===== src/hdl/flrc_pkg.sv =====
// Operation
// - Host waits at least 50 ns after clear release before a read.
// - Host may start its next cycle at once when done_flag_pin shows ready.
// - Host cycles select or output enable between successive status reads.
// - Protect: addr_bit6=0, addr_bit1=1, addr_bit0=0; unprotect sets addr_bit6=1.
// - Host holds clear at elevated_voltage_level 4 us before any write; here only after OP_HV_ON, and writes also go out with it off.
package flrc_pkg;
    localparam int T_CLK_NS     = 50;
    localparam int RDY_ALG_NS   = 20000;
    localparam int RDY_IDLE_NS  = 500;
    localparam int REL_READ_NS  = 50;
    localparam int HV_SETUP_NS  = 4000;
    localparam int BUSY_DLY_NS  = 90;
    localparam int RDY_ALG_CYC  = (RDY_ALG_NS + T_CLK_NS - 1) / T_CLK_NS;
    localparam int RDY_IDLE_CYC = (RDY_IDLE_NS + T_CLK_NS - 1) / T_CLK_NS;
    localparam int REL_READ_CYC = (REL_READ_NS + T_CLK_NS - 1) / T_CLK_NS;
    localparam int HV_SETUP_CYC = (HV_SETUP_NS + T_CLK_NS - 1) / T_CLK_NS;
    localparam int BUSY_DLY_CYC = (BUSY_DLY_NS + T_CLK_NS - 1) / T_CLK_NS;
    localparam int TMR_W        = 10;

    localparam logic [4:0] REG_CTRL  = 5'h00;
    localparam logic [4:0] REG_ADDR  = 5'h04;
    localparam logic [4:0] REG_WDATA = 5'h08;
    localparam logic [4:0] REG_STAT  = 5'h0C;
    localparam logic [4:0] REG_RDATA = 5'h10;

    localparam int CTRL_GO     = 0;
    localparam int CTRL_OP_LSB = 1;
    localparam int CTRL_UNPROT = 4;
    localparam int STAT_BUSY   = 0;
    localparam int STAT_READY  = 1;
    localparam int STAT_HV     = 2;
    localparam int STAT_SETTLE = 3;
    localparam int STAT_SUSTOG = 4;

    localparam int PROT_BIT6 = 6;
    localparam int PROT_BIT1 = 1;
    localparam int PROT_BIT0 = 0;
    localparam int TOG_BIT   = 6;
    localparam int SUS_BIT   = 2;

    localparam logic [1:0] RESP_OKAY   = 2'h0;
    localparam logic [1:0] RESP_SLVERR = 2'h2;

    typedef enum logic [2:0] {
        OP_READ   = 3'h0,
        OP_WRITE  = 3'h1,
        OP_PROG   = 3'h2,
        OP_CLEAR  = 3'h3,
        OP_POLL   = 3'h4,
        OP_HV_ON  = 3'h5,
        OP_HV_OFF = 3'h6,
        OP_PROT   = 3'h7
    } flrc_op_e;
endpackage


===== src/hdl/flrc_cycle.sv =====
`timescale 1ns/1ps
`default_nettype none
module flrc_cycle import flrc_pkg::*; #(
    parameter int ADDR_W  = 20,
    parameter int ACC_CYC = 3,
    parameter int WP_CYC  = 1
) (
    // Clock, reset and enable
    input  wire logic              clk_sys_i,
    input  wire logic              rst_i,
    input  wire logic              ce_i,
    // Request
    input  wire logic              start_i,
    input  wire logic              we_i,
    input  wire logic [ADDR_W-1:0] addr_i,
    input  wire logic [7:0]        wdata_i,
    output logic                   done_o,
    output logic [7:0]             rdata_o,
    // Flash pins
    output logic                   flash_ce_n_o,
    output logic                   flash_oe_n_o,
    output logic                   flash_we_n_o,
    output logic [ADDR_W-1:0]      flash_addr_o,
    input  wire logic [7:0]        flash_dq_i,
    output logic [7:0]             flash_dq_o,
    output logic                   flash_dq_oe_o
);
    if (ACC_CYC < 1 || ACC_CYC > 15 || WP_CYC < 1 || WP_CYC > 15) begin : g_bad
        $error("flrc_cycle: strobe counts must be 1 to 15");
    end

    typedef enum logic [3:0] {
        C_IDLE  = 4'h1,
        C_SETUP = 4'h2,
        C_STRB  = 4'h4,
        C_END   = 4'h8
    } flrc_cst_e;

    flrc_cst_e  cst_q;
    logic [3:0] cnt_q;
    logic       wr_q;

    assign done_o = (cst_q == C_END);

    // Strobes always return high in C_END, so back-to-back status reads
    // see output enable cycle between them.
    always_ff @(posedge clk_sys_i or posedge rst_i) begin
        if (rst_i) begin
            cst_q         <= C_IDLE;
            cnt_q         <= 4'h0;
            wr_q          <= 1'b0;
            flash_ce_n_o  <= 1'b1;
            flash_oe_n_o  <= 1'b1;
            flash_we_n_o  <= 1'b1;
            flash_addr_o  <= '0;
            flash_dq_o    <= 8'h00;
            flash_dq_oe_o <= 1'b0;
            rdata_o       <= 8'h00;
        end else if (ce_i) begin
            case (cst_q)
                C_IDLE: begin
                    if (start_i) begin
                        flash_addr_o  <= addr_i;
                        flash_dq_o    <= wdata_i;
                        wr_q          <= we_i;
                        flash_dq_oe_o <= we_i;
                        flash_ce_n_o  <= 1'b0;
                        cst_q         <= C_SETUP;
                    end
                end
                C_SETUP: begin
                    cnt_q        <= wr_q ? 4'(WP_CYC - 1) : 4'(ACC_CYC - 1);
                    flash_oe_n_o <= wr_q;
                    flash_we_n_o <= !wr_q;
                    cst_q        <= C_STRB;
                end
                C_STRB: begin
                    if (cnt_q == 4'h0) begin
                        if (!wr_q) begin
                            rdata_o <= flash_dq_i;
                        end
                        flash_oe_n_o <= 1'b1;
                        flash_we_n_o <= 1'b1;
                        cst_q        <= C_END;
                    end else begin
                        cnt_q <= cnt_q - 4'h1;
                    end
                end
                C_END: begin
                    flash_ce_n_o  <= 1'b1;
                    flash_dq_oe_o <= 1'b0;
                    cst_q         <= C_IDLE;
                end
                default: begin
                    cst_q <= C_IDLE;
                end
            endcase
        end
    end
endmodule
`default_nettype wire


===== src/hdl/flrc_host.sv =====
// Chosen here: the placing of the registers and the AXI4-Lite interface to the registers.
`timescale 1ns/1ps
`default_nettype none
module flrc_host import flrc_pkg::*; #(
    parameter int ADDR_W  = 20,
    parameter int ACC_CYC = 3
) (
    // Clock, reset and enable
    input  wire logic              clk_sys_i,
    input  wire logic              rst_i,
    input  wire logic              ce_i,
    // AXI4-Lite slave
    input  wire logic [4:0]        axi_awaddr_i,
    input  wire logic              axi_awvalid_i,
    output logic                   axi_awready_o,
    input  wire logic [31:0]       axi_wdata_i,
    input  wire logic [3:0]        axi_wstrb_i,
    input  wire logic              axi_wvalid_i,
    output logic                   axi_wready_o,
    output logic [1:0]             axi_bresp_o,
    output logic                   axi_bvalid_o,
    input  wire logic              axi_bready_i,
    input  wire logic [4:0]        axi_araddr_i,
    input  wire logic              axi_arvalid_i,
    output logic                   axi_arready_o,
    output logic [31:0]            axi_rdata_o,
    output logic [1:0]             axi_rresp_o,
    output logic                   axi_rvalid_o,
    input  wire logic              axi_rready_i,
    // Flash pins
    output logic                   flash_ce_n_o,
    output logic                   flash_oe_n_o,
    output logic                   flash_we_n_o,
    output logic [ADDR_W-1:0]      flash_addr_o,
    input  wire logic [7:0]        flash_dq_i,
    output logic [7:0]             flash_dq_o,
    output logic                   flash_dq_oe_o,
    output logic                   flash_clear_n_o,
    output logic                   flash_clear_hv_o,
    input  wire logic              done_flag_pin_i
);
    if (ADDR_W < 7 || ADDR_W > 32) begin : g_bad
        $error("flrc_host: ADDR_W must be 7 to 32");
    end

    typedef enum logic [7:0] {
        ST_IDLE  = 8'h01,
        ST_CYC   = 8'h02,
        ST_BUSY  = 8'h04,
        ST_WAIT  = 8'h08,
        ST_CLR   = 8'h10,
        ST_REL   = 8'h20,
        ST_HV    = 8'h40,
        ST_POLL  = 8'h80
    } flrc_st_e;

    function automatic logic [31:0] be_merge(input logic [31:0] old_v,
                                             input logic [31:0] new_v,
                                             input logic [3:0]  strb);
        logic [31:0] r;
        r = old_v;
        for (int i = 0; i < 4; i++) begin
            if (strb[i]) begin
                r[i*8 +: 8] = new_v[i*8 +: 8];
            end
        end
        return r;
    endfunction

    function automatic logic mapped(input logic [4:0] a);
        return a == REG_CTRL || a == REG_ADDR || a == REG_WDATA ||
               a == REG_STAT || a == REG_RDATA;
    endfunction

    // AXI write side: address and data are held apart until both are in.
    logic              aw_hold_q;
    logic              w_hold_q;
    logic [4:0]        awaddr_q;
    logic [31:0]       wdata_q;
    logic [3:0]        wstrb_q;
    logic              aw_take;
    logic              w_take;
    logic              wr_fire;
    logic [4:0]        wa;
    logic [31:0]       wd;
    logic [3:0]        ws;

    assign axi_awready_o = !aw_hold_q && !axi_bvalid_o;
    assign axi_wready_o  = !w_hold_q && !axi_bvalid_o;
    assign aw_take = axi_awvalid_i && axi_awready_o;
    assign w_take  = axi_wvalid_i && axi_wready_o;
    assign wr_fire = (aw_hold_q || aw_take) && (w_hold_q || w_take);
    assign wa = aw_hold_q ? awaddr_q : axi_awaddr_i;
    assign wd = w_hold_q ? wdata_q : axi_wdata_i;
    assign ws = w_hold_q ? wstrb_q : axi_wstrb_i;

    always_ff @(posedge clk_sys_i or posedge rst_i) begin
        if (rst_i) begin
            aw_hold_q    <= 1'b0;
            w_hold_q     <= 1'b0;
            awaddr_q     <= 5'h00;
            wdata_q      <= 32'h0000_0000;
            wstrb_q      <= 4'h0;
            axi_bvalid_o <= 1'b0;
            axi_bresp_o  <= RESP_OKAY;
        end else if (ce_i) begin
            if (wr_fire) begin
                aw_hold_q    <= 1'b0;
                w_hold_q     <= 1'b0;
                axi_bvalid_o <= 1'b1;
                axi_bresp_o  <= mapped(wa) ? RESP_OKAY : RESP_SLVERR;
            end else begin
                if (aw_take) begin
                    aw_hold_q <= 1'b1;
                    awaddr_q  <= axi_awaddr_i;
                end
                if (w_take) begin
                    w_hold_q <= 1'b1;
                    wdata_q  <= axi_wdata_i;
                    wstrb_q  <= axi_wstrb_i;
                end
                if (axi_bvalid_o && axi_bready_i) begin
                    axi_bvalid_o <= 1'b0;
                end
            end
        end
    end

    // Software registers.
    flrc_op_e          op_q;
    logic              unprot_q;
    logic [ADDR_W-1:0] faddr_q;
    logic [7:0]        fwdata_q;
    logic              go_q;
    logic [31:0]       ctrl_rd;
    logic [31:0]       ctrl_m;
    logic [31:0]       addr_m;
    logic [31:0]       wdat_m;

    assign ctrl_rd = {27'h0, unprot_q, op_q, 1'b0};
    assign ctrl_m  = be_merge(ctrl_rd, wd, ws);
    assign addr_m  = be_merge(32'(faddr_q), wd, ws);
    assign wdat_m  = be_merge({24'h0, fwdata_q}, wd, ws);

    always_ff @(posedge clk_sys_i or posedge rst_i) begin
        if (rst_i) begin
            op_q     <= OP_READ;
            unprot_q <= 1'b0;
            faddr_q  <= '0;
            fwdata_q <= 8'h00;
            go_q     <= 1'b0;
        end else if (ce_i) begin
            go_q <= wr_fire && wa == REG_CTRL && ws[0] && wd[CTRL_GO];
            if (wr_fire && wa == REG_CTRL) begin
                op_q     <= flrc_op_e'(ctrl_m[CTRL_OP_LSB +: 3]);
                unprot_q <= ctrl_m[CTRL_UNPROT];
            end
            if (wr_fire && wa == REG_ADDR) begin
                faddr_q <= addr_m[ADDR_W-1:0];
            end
            if (wr_fire && wa == REG_WDATA) begin
                fwdata_q <= wdat_m[7:0];
            end
        end
    end

    // Sequencer.
    flrc_st_e          st_q;
    logic [TMR_W-1:0]  tmr_q;
    logic              first_q;
    logic [7:0]        prev_q;
    logic [7:0]        rdata_q;
    logic              settled_q;
    logic              sustog_q;
    logic              cyc_start;
    logic              cyc_we;
    logic              cyc_done;
    logic [7:0]        cyc_rd;
    logic [ADDR_W-1:0] cyc_addr;
    logic              tmr_end;

    assign tmr_end   = (tmr_q == '0);
    assign cyc_we    = !(op_q == OP_READ || op_q == OP_POLL);
    assign cyc_start = (st_q == ST_POLL) ||
                       (st_q == ST_IDLE && go_q &&
                        (op_q == OP_READ || op_q == OP_WRITE ||
                         op_q == OP_PROG || op_q == OP_PROT ||
                         op_q == OP_POLL));
    always_comb begin
        cyc_addr = faddr_q;
        if (op_q == OP_PROT) begin
            cyc_addr[PROT_BIT6] = unprot_q;
            cyc_addr[PROT_BIT1] = 1'b1;
            cyc_addr[PROT_BIT0] = 1'b0;
        end
    end

    always_ff @(posedge clk_sys_i or posedge rst_i) begin
        if (rst_i) begin
            st_q             <= ST_IDLE;
            tmr_q            <= '0;
            flash_clear_n_o  <= 1'b1;
            flash_clear_hv_o <= 1'b0;
            first_q          <= 1'b1;
            prev_q           <= 8'h00;
            rdata_q          <= 8'h00;
            settled_q        <= 1'b0;
            sustog_q         <= 1'b0;
        end else if (ce_i) begin
            if (!tmr_end) begin
                tmr_q <= tmr_q - 1'b1;
            end
            case (st_q)
                ST_IDLE: begin
                    if (go_q) begin
                        first_q <= 1'b1;
                        case (op_q)
                            OP_CLEAR: begin
                                // A busy device needs the long wait, and
                                // the clear aborts its algorithm.
                                flash_clear_n_o <= 1'b0;
                                tmr_q <= done_flag_pin_i ?
                                    TMR_W'(RDY_IDLE_CYC - 1) :
                                    TMR_W'(RDY_ALG_CYC - 1);
                                st_q <= ST_CLR;
                            end
                            OP_HV_ON: begin
                                flash_clear_hv_o <= 1'b1;
                                tmr_q <= TMR_W'(HV_SETUP_CYC - 1);
                                st_q  <= ST_HV;
                            end
                            OP_HV_OFF: begin
                                flash_clear_hv_o <= 1'b0;
                            end
                            OP_POLL: begin
                                settled_q <= 1'b0;
                                st_q      <= ST_CYC;
                            end
                            default: begin
                                st_q <= ST_CYC;
                            end
                        endcase
                    end
                end
                ST_CYC: begin
                    if (cyc_done) begin
                        rdata_q <= cyc_rd;
                        if (op_q == OP_POLL) begin
                            prev_q  <= cyc_rd;
                            first_q <= 1'b0;
                            if (!first_q) begin
                                sustog_q <= cyc_rd[SUS_BIT] ^ prev_q[SUS_BIT];
                            end
                            if (!first_q &&
                                cyc_rd[TOG_BIT] == prev_q[TOG_BIT]) begin
                                settled_q <= 1'b1;
                                st_q      <= ST_IDLE;
                            end else begin
                                st_q <= ST_POLL;
                            end
                        end else if (op_q == OP_PROG) begin
                            tmr_q <= TMR_W'(BUSY_DLY_CYC - 1);
                            st_q  <= ST_BUSY;
                        end else begin
                            st_q <= ST_IDLE;
                        end
                    end
                end
                ST_POLL: begin
                    st_q <= ST_CYC;
                end
                ST_BUSY: begin
                    if (tmr_end) begin
                        st_q <= ST_WAIT;
                    end
                end
                ST_WAIT: begin
                    if (done_flag_pin_i) begin
                        st_q <= ST_IDLE;
                    end
                end
                ST_CLR: begin
                    if (tmr_end) begin
                        flash_clear_n_o <= 1'b1;
                        tmr_q <= TMR_W'(REL_READ_CYC - 1);
                        st_q  <= ST_REL;
                    end
                end
                ST_REL, ST_HV: begin
                    if (tmr_end) begin
                        st_q <= ST_IDLE;
                    end
                end
                default: begin
                    st_q <= ST_IDLE;
                end
            endcase
        end
    end

    flrc_cycle #(
        .ADDR_W  (ADDR_W),
        .ACC_CYC (ACC_CYC),
        .WP_CYC  (1)
    ) u_cycle (
        .clk_sys_i     (clk_sys_i),
        .rst_i         (rst_i),
        .ce_i          (ce_i),
        .start_i       (cyc_start),
        .we_i          (cyc_we),
        .addr_i        (cyc_addr),
        .wdata_i       (fwdata_q),
        .done_o        (cyc_done),
        .rdata_o       (cyc_rd),
        .flash_ce_n_o  (flash_ce_n_o),
        .flash_oe_n_o  (flash_oe_n_o),
        .flash_we_n_o  (flash_we_n_o),
        .flash_addr_o  (flash_addr_o),
        .flash_dq_i    (flash_dq_i),
        .flash_dq_o    (flash_dq_o),
        .flash_dq_oe_o (flash_dq_oe_o)
    );

    // AXI read side.
    logic [31:0] stat_rd;
    assign stat_rd = {27'h0, sustog_q, settled_q, flash_clear_hv_o,
                      done_flag_pin_i, st_q != ST_IDLE};
    assign axi_arready_o = !axi_rvalid_o;

    always_ff @(posedge clk_sys_i or posedge rst_i) begin
        if (rst_i) begin
            axi_rvalid_o <= 1'b0;
            axi_rdata_o  <= 32'h0000_0000;
            axi_rresp_o  <= RESP_OKAY;
        end else if (ce_i) begin
            if (axi_arvalid_i && axi_arready_o) begin
                axi_rvalid_o <= 1'b1;
                axi_rresp_o  <= mapped(axi_araddr_i) ? RESP_OKAY : RESP_SLVERR;
                case (axi_araddr_i)
                    REG_CTRL:  axi_rdata_o <= ctrl_rd;
                    REG_ADDR:  axi_rdata_o <= 32'(faddr_q);
                    REG_WDATA: axi_rdata_o <= {24'h0, fwdata_q};
                    REG_STAT:  axi_rdata_o <= stat_rd;
                    REG_RDATA: axi_rdata_o <= {24'h0, rdata_q};
                    default:   axi_rdata_o <= 32'h0000_0000;
                endcase
            end else if (axi_rvalid_o && axi_rready_i) begin
                axi_rvalid_o <= 1'b0;
            end
        end
    end

    // Helper counters for the checks below; saturating.
    logic [2:0] rel_cnt_q;
    logic [6:0] hv_cnt_q;
    always_ff @(posedge clk_sys_i or posedge rst_i) begin
        if (rst_i) begin
            rel_cnt_q <= 3'h0;
            hv_cnt_q  <= 7'h00;
        end else if (ce_i) begin
            if (!flash_clear_n_o) rel_cnt_q <= 3'h0;
            else if (rel_cnt_q != 3'h7) rel_cnt_q <= rel_cnt_q + 3'h1;
            if (!flash_clear_hv_o) hv_cnt_q <= 7'h00;
            else if (hv_cnt_q != 7'h7F) hv_cnt_q <= hv_cnt_q + 7'h01;
        end
    end
endmodule
`default_nettype wire


===== config.mk =====
export PLATFORM = sky130hd
export DESIGN_NAME = flrc_host
export DESIGN_NICKNAME = d
export VERILOG_FILES = /design/src/hdl/flrc_pkg.sv /design/src/hdl/flrc_cycle.sv /design/src/hdl/flrc_host.sv
export SDC_FILE = /design/constraint.sdc
export NUM_CORES = 1
export LEC_CHECK = 0
export BUFFER_PORTS_ARGS = -buffer_cell sky130_fd_sc_hd__buf_2
export CAP_MARGIN = 15
export CORE_MARGIN = 2
export CORE_UTILIZATION = 40
export DETAILED_ROUTE_END_ITERATION = 10
export GPL_ROUTABILITY_DRIVEN = 0
export GPL_TIMING_DRIVEN = 1
export SETUP_SLACK_MARGIN = 0.02
export SYNTH_ARGS = -nofsm -noshare
export SYNTH_HDL_FRONTEND = slang
export SYNTH_HIERARCHICAL = 1
export SYNTH_SLANG_ARGS = --single-unit

===== constraint.sdc =====
create_clock -name clk_sys_i -period 3.4 [get_ports clk_sys_i]
set_clock_uncertainty 0.05 [all_clocks]
set_input_delay 0.34 -clock clk_sys_i [delete_from_list [all_inputs] [get_ports clk_sys_i]]
set_output_delay 0.34 -clock clk_sys_i [all_outputs]
set_load 0.03 [all_outputs]

Word-level counts from Yosys, hierarchy flattened --
Index checks and enable logic that the tools add are counted.
Word-level totals: register bits 188, output and inout port bits 75, logic and storage cells 229
Cells by class: equality and inequality tests 43, $add $sub $neg 2, bitwise logic cells 4, mux-type cells 63, reductions and logical operators 81
Operators by type and width (count):
- $pmux 20 s5 | 1
- $mux 8 | 8
- $mux 10 | 6
- $pmux 8 s7 | 1
- $reduce_and 3->1 | 13
- $pmux 10 s3 | 1
- $pmux 8 s3 | 1
- $mux 1 | 22
- $ne 2x2->1 const B | 11
- $eq 5x4->1 const B | 4
- $mux 20 | 1
- $pmux 10 s2 | 1
- $reduce_bool 2->1 | 9
- $logic_and 1x1->1 | 16
- $logic_or 1x1->1 | 16
- $pmux 1 s2 | 8
- $reduce_and 5->1 | 3
- $eq 3x3->1 const B | 4
- $mux 4 | 3
- $pmux 4 s3 | 1
- $reduce_and 2->1 | 6
- $reduce_and 4->1 | 3
- $eq 5x3->1 const B | 2
- $eq 5x5->1 const B | 2
- other kinds (34) | 50

Longest topological paths before layout --
Gate-level depths: netlist of the first run.
depth after elaboration 9, gate-level depth with buffers 11, gate-level depth less buffers 10

Modules after synthesis --
The synthesis of the first run kept the hierarchy.
Modules (own cells, without submodules):
- flrc_host | cells each 525, sequential area each 3006.6 µm², area an instance 6147.1 µm², instances 1
- flrc_cycle | cells each 152, sequential area each 1231.2 µm², area an instance 2113.3 µm², instances 1

Worst setup path before layout of the first run --
No wires, ideal clock.
kind register -> register, from reg st_q[7], to reg u_cycle.flash_addr_o[0], period minus slack after synthesis 2.551 ns, stages on the path, launching flop included 10, required time 3.225 ns, buffers on the path 2, library setup time 0.125 ns, slack 0.849 ns, arrival time 2.376 ns, path through dfrtp_1 -> nor4_4 -> and3_2 -> buf_4 -> nand4_1 -> nand2_1 -> nand4b_1 -> nor3_2 -> buf_2 -> mux2_2
On the way: word-level cells in the longest chain between the ends 5, elaborated cells between the ends (all ways) 6
Ends and longest elaborated chain:
- from (decl) | RTL line flrc_host.sv:168 | flrc_st_e st_q;
- from (signal assigned) | RTL line flrc_host.sv:200 | st_q <= ST_IDLE;
- from (signal assigned) | RTL line flrc_host.sv:225 | st_q <= ST_CLR;
- from (signal assigned) | RTL line flrc_host.sv:230 | st_q <= ST_HV;
- $eq 8x1->1 | RTL line flrc_host.sv:185 | (st_q == ST_IDLE && go_q &&
- $logic_and 1x1->1 (2 in a row) | RTL line flrc_host.sv:185
- $logic_or 1x1->1 * | RTL line flrc_host.sv:184 | assign cyc_start = (st_q == ST_POLL) ||
- named net cyc_start | RTL line flrc_host.sv:175 | logic cyc_start;
- $reduce_and 3->1 (no line) *
- to (signal assigned) | RTL line flrc_cycle.sv:63 | flash_addr_o <= addr_i;
- to (decl) | RTL line flrc_cycle.sv:23 | output logic [ADDR_W-1:0] flash_addr_o,
The timed path passes the listed nets; every way through them passes the cells marked *. A chain may end at the register's enable or synchronous reset.

Final worst setup path of the first run --
from reg tmr_q[0], to reg tmr_q[6]
On the way: word-level cells in the longest chain between the ends 6, elaborated cells between the ends (all ways) 10
Ends and longest elaborated chain:
- from (decl) | RTL line flrc_host.sv:169 | logic [TMR_W-1:0] tmr_q;
- from (signal assigned) | RTL line flrc_host.sv:211 | tmr_q <= tmr_q - 1'b1;
- from (signal assigned) | RTL line flrc_host.sv:222 | tmr_q <= done_flag_pin_i ?
- from (signal assigned) | RTL line flrc_host.sv:229 | tmr_q <= TMR_W'(HV_SETUP_CYC - 1);
- $sub 10x1->10 or $logic_not 10->1 (tied branches) | RTL line flrc_host.sv:211, flrc_host.sv:182
- $mux 10 | RTL line flrc_host.sv:210 | if (!tmr_end) begin
- $mux 10 | RTL line flrc_host.sv:261 | end else if (op_q == OP_PROG) begin
- $mux 10 | RTL line flrc_host.sv:248 | if (op_q == OP_POLL) begin
- $mux 10 | RTL line flrc_host.sv:246 | if (cyc_done) begin
- $pmux 10 s3 * | RTL line flrc_host.sv:213 | case (st_q)
Every way passes the cells marked *; elsewhere a longest branch is shown, timed or not.

==> summary.md, run 1 <==
| Metric | Value |
|---|---|
| CTS tree | `done` |
| H-Tree Depth | `4` |
| Critical Path Sink Type | `register` |
| Critical path data required time | `3.65 ns` |
| Largest family of logic cells by synthesized area | `multiplexers` |
| Initial Util | `40.82%` |
| DR WL/cell | `18.36 um` |
| Drt first pass iters | `5` |
| Synth top area share | `49.08%` |
| Status | `finished, final reports clean` |
| Area of the die | `21820 um^2` |
| Library cells used by synthesis | `82` |
| Max-cap violations | `0` |
| CP max FO | `11` |
| Overall Power | `6.445 mW` |
| Warnings from Yosys | `6` |
| DR iter-0 viols | `364` |
| RR Endpoint | `tmr_q[6]` |
| Cells after Synth | `677` |
| Leading post-synthesis cells by cell area | `dfrtp_1, mux2_2, dfstp_2` |
| Power Dens Cells | `666.3 nW/um^2` |
| Top cells by count, synth | `dfrtp_1, mux2_2, nand2_1` |
| CTS Hold Buffers Added | `0` |
| Adder-cell share of the synthesized area | `0.7573%` |
| Worst min path class | `primary input to register` |
| Final antenna-violating net count | `0` |
| Vias in the first global route | `5951` |
| Clk sinks | `169` |
| Count of final setup violators | `0` |
| Synth Area in Simple Gates | `11.71%` |
| Top_reg_cell synth | `dfrtp_1` |
| RSZ-0062 raised after global routing | `false` |
| Worst slew margin | `46.56%` |
| Ys async rst share | `100.0%` |
| Critical path startpoint | `tmr_q[0]` |
| Post-Route Setup TNS | `0 ns` |
| # IOs | `138` |
| Worst Path Arrival | `3.04 ns` |
| Avg Inst Size Synth | `12.20 um^2` |
| First-pass GRT wire length | `31910 um` |
| CTS buffer count | `17` |
| Post-synth EDFFs | `0` |
| Total gr overflow | `0` |
| Worst R2R Setup Slack | `0.62 ns` |
| Postcts setup bufs | `0` |
| Area leader, netlist | `dfrtp_1` |
| Fraction of layout instances using a drive strength above 1 | `41.13%` |
| Initial antenna violation count | `2` |
| Hpwl dp | `14280 um` |
| DRC viols | `0` |
| Via count | `5771` |
| Peak Freq | `359.1 MHz` |
| GR Util All Layers | `18.57%` |
| Endpoints failing hold | `0` |
| Largest net degree at the start of global routing | `121` |
| Post-DR vias/cell | `5.383` |
| Rows | `52` |
| Most repeated cell in the gate-level netlist after synthesis | `dfrtp_1` |
| IO Port Bufs | `110` |
| Max clock buf depth | `2` |
| # fillers | `1845` |
| Tmin final | `2.785 ns` |
| Die Ht | `147.7 um` |
| Post-synthesis mux area share | `19.77%` |
| Post-Syn Area | `8260 um^2` |
| Slew @ Worst Pin | `0.7999 ns` |
| Root Driver | `clkbuf_16` |
| Layout area overhead | `17.10%` |
| # nets final | `855` |
| Crit Reg-Reg Startpoint | `tmr_q[0]` |
| Synth Area in XOR/XNOR | `0.7422%` |
| Crit start category | `register` |
| Period utilization | `81.90%` |
| Post-synthesis sequential area ratio | `51.30%` |
| Synth Area in Compound Gates | `11.04%` |
| WL final | `19680 um` |
| Max-slew violation count | `0` |
| CTS resizes | `0` |
| Clk_lat worst skew | `0.42 ns` |
| FF-to-FF path depth | `8` |
| Clock transition at path regs | `0.07 ns` |
| WS Path Type | `register to register` |
| Die Width | `147.7 um` |
| Core ar. | `20230 um^2` |
| CP endpoint | `tmr_q[6]` |
| Yosys reg bits | `169` |
| Pleak | `4.672 nW` |
| VDD IR max | `361.8 uV` |
-- flip-flops by register name (all words and copies together) (netlist names), 10 cells and up --
register              count
axi_rdata_o              20
faddr_q                  20
u_cycle/flash_addr_o     20
wdata_q                  20
tmr_q                    10
-- metal layers --
metal  wire [um]  share of wire, %  track usage [%]  vias to the layer above
met4         215               1.1            5.000                        2
met5          13             0.066                0                        -
met1        8386                43            23.41                     2895
met3        1368               6.9            5.494                       22
met2        9699                49            31.28                      172
li1            -                 -                -                     2680
-- cell families after synthesis --
kind of cell    Yosys count
flops                   169
simple gates            160
mux                     144
compound gates          121
buf+inv                  70
xor+xnor                  7
fa+ha+maj                 5
other cells               1
-- worst min path at each step --
stage / startpoint / end / depth (start not counted)
after floorplan: u_cycle/wr_q / u_cycle/flash_we_n_o / 1
after global placement: flash_clear_n_o / flash_clear_n_o / 2
after detailed placement: u_cycle/flash_we_n_o / u_cycle/flash_we_n_o / 2
after CTS: axi_wdata_i[15] / wdata_q[15] / 2
after global routing: flash_dq_i[4] / u_cycle/rdata_o[4] / 2
final: axi_wdata_i[15] / wdata_q[15] / 2
-- layout by cell type, fill, tap and decap left out, drive strengths merged, types with 8 or more instances in the layout --
| cell type | synthesis | layout |
|---|---|---|
| a21oi | 16 | 16 |
| a222oi | 8 | 8 |
| a22o | 16 | 16 |
| buf | 35 | 122 |
| clkbuf | 10 | 18 |
| conb | 1 | 14 |
| dfrtp | 162 | 162 |
| inv | 25 | 31 |
| mux2 | 138 | 138 |
| nand2 | 36 | 36 |
| nand3 | 15 | 15 |
| nor2 | 26 | 26 |
| nor2b | 9 | 9 |
| nor3 | 13 | 13 |
| o21ai | 25 | 25 |
-- area by class of cell --
type                       instances  area [um^2]  area share, %
sequential                       169         4238          43.81
inverter                          25        97.59          1.009
multi-input combinational        451         3701          38.26
antenna                            2        5.005        0.05174
timing repair buffer             123        688.2          7.114
tap                              270        337.8          3.492
clock buffer                      18        429.2          4.437
clock inverter                    14        176.4          1.824
-- power breakdown --
| part | total, mW | internal [mW] | leakage [nW] | switching (mW) |
|---|---|---|---|---|
| registers | 2.79 | 2.40 | 2.24 | 0.394 |
| logic | 1.68 | 0.814 | 2.14 | 0.865 |
| clock network | 1.97 | 1.11 | 0.287 | 0.859 |
| total | 6.45 | 4.33 | 4.67 | 2.12 |
-- stage by stage --
stage | area, um^2 | hold slack (ns) | std cells | util, % | setup WS, ns
after floorplan | 8313 | 0.3912 | 690 | - | 0.8489
after global placement | 9032 | 0.4131 | 1036 | 44.64 | 0.7689
after detailed placement | 9032 | 0.4119 | 1036 | 44.64 | 0.6614
after CTS | 9638 | 0.09299 | 1068 | 47.63 | 0.6212
after global routing | 9668 | 0.09282 | 1070 | 47.78 | 0.4554
final | 9673 | 0.1045 | 1072 | 47.80 | 0.6153
-- critical path: stages, from the launching register on --
cell      delay, ns
dfrtp_1        0.45
inv_1          0.16
ha_1           0.16
nor3b_1        0.45
and3_2         0.34
inv_2          0.14
a211oi_2       0.53
o22ai_1        0.18
a22o_1         0.21
No activity file was read; power rests on OpenSTA's default activity.
==> inputs of run 2 (changes only) <==
- ABC_AREA: unset -> 1
- clock period: 3.4 -> 2.4 ns (I/O delays scaled with it)
==> run 2 against run 1 <==
- core utilization is 0.73 points higher
- first-iteration DRC count is 20% higher
- worst setup slack worse by 0.28 ns
- highest routed layer is now met4
==> summary.md, run 2 <==
| Metric | Value |
|---|---|
| Rows | `53` |
| Library cells used by synthesis | `45` |
| Commonest non-fill, non-tap cell in the layout | `nand2_1` |
| Avg Inst Size Synth | `8.196 um^2` |
| CTS tree | `done` |
| Clk sinks | `169` |
| Postcts setup bufs | `0` |
| Worst R2R Setup Slack | `0.34 ns` |
| Yosys reg bits | `169` |
| Layout area overhead | `18.81%` |
| Power Dens Cells | `972.6 nW/um^2` |
| Ys async rst share | `100.0%` |
| RR Endpoint | `st_q[5]` |
| Count of final setup violators | `0` |
| # IOs | `138` |
| DR WL/cell | `14.78 um` |
| Warnings from Yosys | `6` |
| DR iter-0 viols | `437` |
| VDD IR max | `762.7 uV` |
| Overall Power | `9.955 mW` |
| Critical path startpoint | `tmr_q[0]` |
| Critical path data required time | `2.67 ns` |
| Fraction of layout instances using a drive strength above 1 | `21.49%` |
| Setup slack after layout | `0.3359 ns` |
| Max clock buf depth | `2` |
| RSZ-0062 raised after global routing | `false` |
| Status | `finished, final reports clean` |
| Area leader, netlist | `dfrtp_1` |
| FF-to-FF path depth | `11` |
| Leading post-synthesis cells by cell area | `dfrtp_1, nand2_1, nand3_1` |
| Most repeated cell in the gate-level netlist after synthesis | `nand2_1` |
| WL final | `21880 um` |
| Via count | `7170` |
| Top cells by count, synth | `nand2_1, dfrtp_1, inv_1` |
| Clock transition at path regs | `0.07 ns` |
| First-pass GRT wire length | `35730 um` |
| Vias in the first global route | `7028` |
| # fillers | `2090` |
| Max-slew violation count | `0` |
| CTS Hold Buffers Added | `19` |
| CTS resizes | `0` |
| Crit start category | `register` |
| Max-cap violations | `0` |
| Top_reg_cell synth | `dfrtp_1` |
| Hold_sp | `flash_dq_i[6]` |
| # nets final | `1261` |
| Slew @ Worst Pin | `0.6757 ns` |
| Setup WS pre-CTS | `0.3969 ns` |
| DRC viols | `0` |
| Root Driver | `clkbuf_16` |
| GR Util All Layers | `20.25%` |
| Peak Freq | `484.5 MHz` |
| IO Port Bufs | `110` |
| H-Tree Depth | `4` |
| Initial Util | `40.85%` |
| CTS buffer count | `17` |
| Die Ht | `150.8 um` |
| Initial antenna violation count | `0` |
| Largest net degree at the start of global routing | `50` |
| Clk_lat worst skew | `0.44 ns` |
| Core ar. | `21090 um^2` |
| Die Width | `150.8 um` |
| Critical Path Sink Type | `register` |
| Post-synth EDFFs | `0` |
| Total gr overflow | `0` |
| Post-synthesis sequential area ratio | `49.19%` |
| Hpwl dp | `16200 um` |
| Final antenna-violating net count | `0` |
| Post-Route Setup TNS | `0 ns` |
| WS Path Type | `register to register` |
| WHS Endpoint | `u_cycle/rdata_o[6]` |
| Worst slew margin | `54.96%` |
| Post-Syn Area | `8615 um^2` |
| Worst hold path cell count | `3` |
| Endpoints failing hold | `0` |
| Cells after Synth | `1051` |
| CP max FO | `9` |
| N_diodes | `0` |
| Period utilization | `86.00%` |
| Worst Path Arrival | `2.34 ns` |
| Synth top area share | `47.06%` |
| Area of the die | `22730 um^2` |
| Tmin final | `2.064 ns` |
| Drt first pass iters | `5` |
| Worst min path class | `primary input to register` |
| Post-DR vias/cell | `4.845` |
| Crit Reg-Reg Startpoint | `tmr_q[0]` |
| Most frequent cells in the layout | `nand2_1, dfrtp_1, buf_2, inv_1, nand3_1` |
| Pleak | `5.475 nW` |
==> run 2: changes by cell type after synthesis, moves of 16 or more <==
cell | previous run | this run
mux2_2 | 132 | 16
a22o_1 | 16 | 0
inv_1 | 24 | 98
o21ai_0 | 24 | 53
o21ai_2 | 1 | 21
nor2_1 | 23 | 54
nand2_1 | 36 | 398
nand3_1 | 12 | 76
==> run 2: worst max path at each step <==
stage          slack (ns)  depth (start not counted)     endpoint
2_1_floorplan        0.37                          9  fwdata_q[0]
5_1_grt              0.16                         11      st_q[6]
6_report             0.34                         11      st_q[5]
3_3_place_gp         0.41                         11      st_q[7]
3_5_place_dp         0.40                         11      st_q[1]
4_1_cts              0.37                         11      st_q[5]
==> run 2: final cells by class <==
cell class	count	area, um^2	share of cell area (%)
multi-input combinational	753	3771	36.85
tap	275	344.1	3.362
inverter	103	390.4	3.814
sequential	169	4238	41.41
clock buffer	17	425.4	4.156
clock inverter	14	137.6	1.345
timing repair buffer	149	928.4	9.071
==> run 2: per-layer routing <==
layer  GRT usage (%)  share of wire [%]  wire (um)
met3           3.848                4.2        924
met2           32.95                 47      10280
met5               0                  0          0
met4           4.673               0.91        200
met1           28.13                 48      10480
==> run 2: through the flow <==
step                      std cells  hold slack (ns)  area (um^2)  util [%]
after global routing           1480         0.001862        10230     48.53
after global placement         1430           0.2778         9482     44.96
after CTS                      1480        0.0008628        10230     48.53
after floorplan                1064           0.3110         8667         -
after detailed placement       1430           0.2831         9482     44.96
final                          1480         0.003585        10230     48.53
==> run 2: cell families after synthesis <==
kind of cell	after synthesis	share of synthesized area [%]
simple gates	591	30.40
xor+xnor	6	0.6100
mux	33	4.139
flops	169	49.19
buf+inv	142	7.596
compound gates	104	7.291
fa+ha+maj	5	0.7262
other cells	1	0.04353
==> run 2: worst max-delay path, cell delays in order (launching register included) <==
cell and delay [ns]:
dfrtp_1 0.38, inv_1 0.15, ha_1 0.19, nand3_1 0.13
inv_1 0.14, nand2_4 0.11, nand2_2 0.12, nand2_2 0.07
nor3_4 0.34, nand2_4 0.14, nand2_1 0.08, nand2_1 0.05
==> run 2: power breakdown <==
part | switching [mW] | internal, mW
clock network | 1.28 | 1.37
logic | 2.13 | 1.15
registers | 0.517 | 3.51
total | 3.92 | 6.03
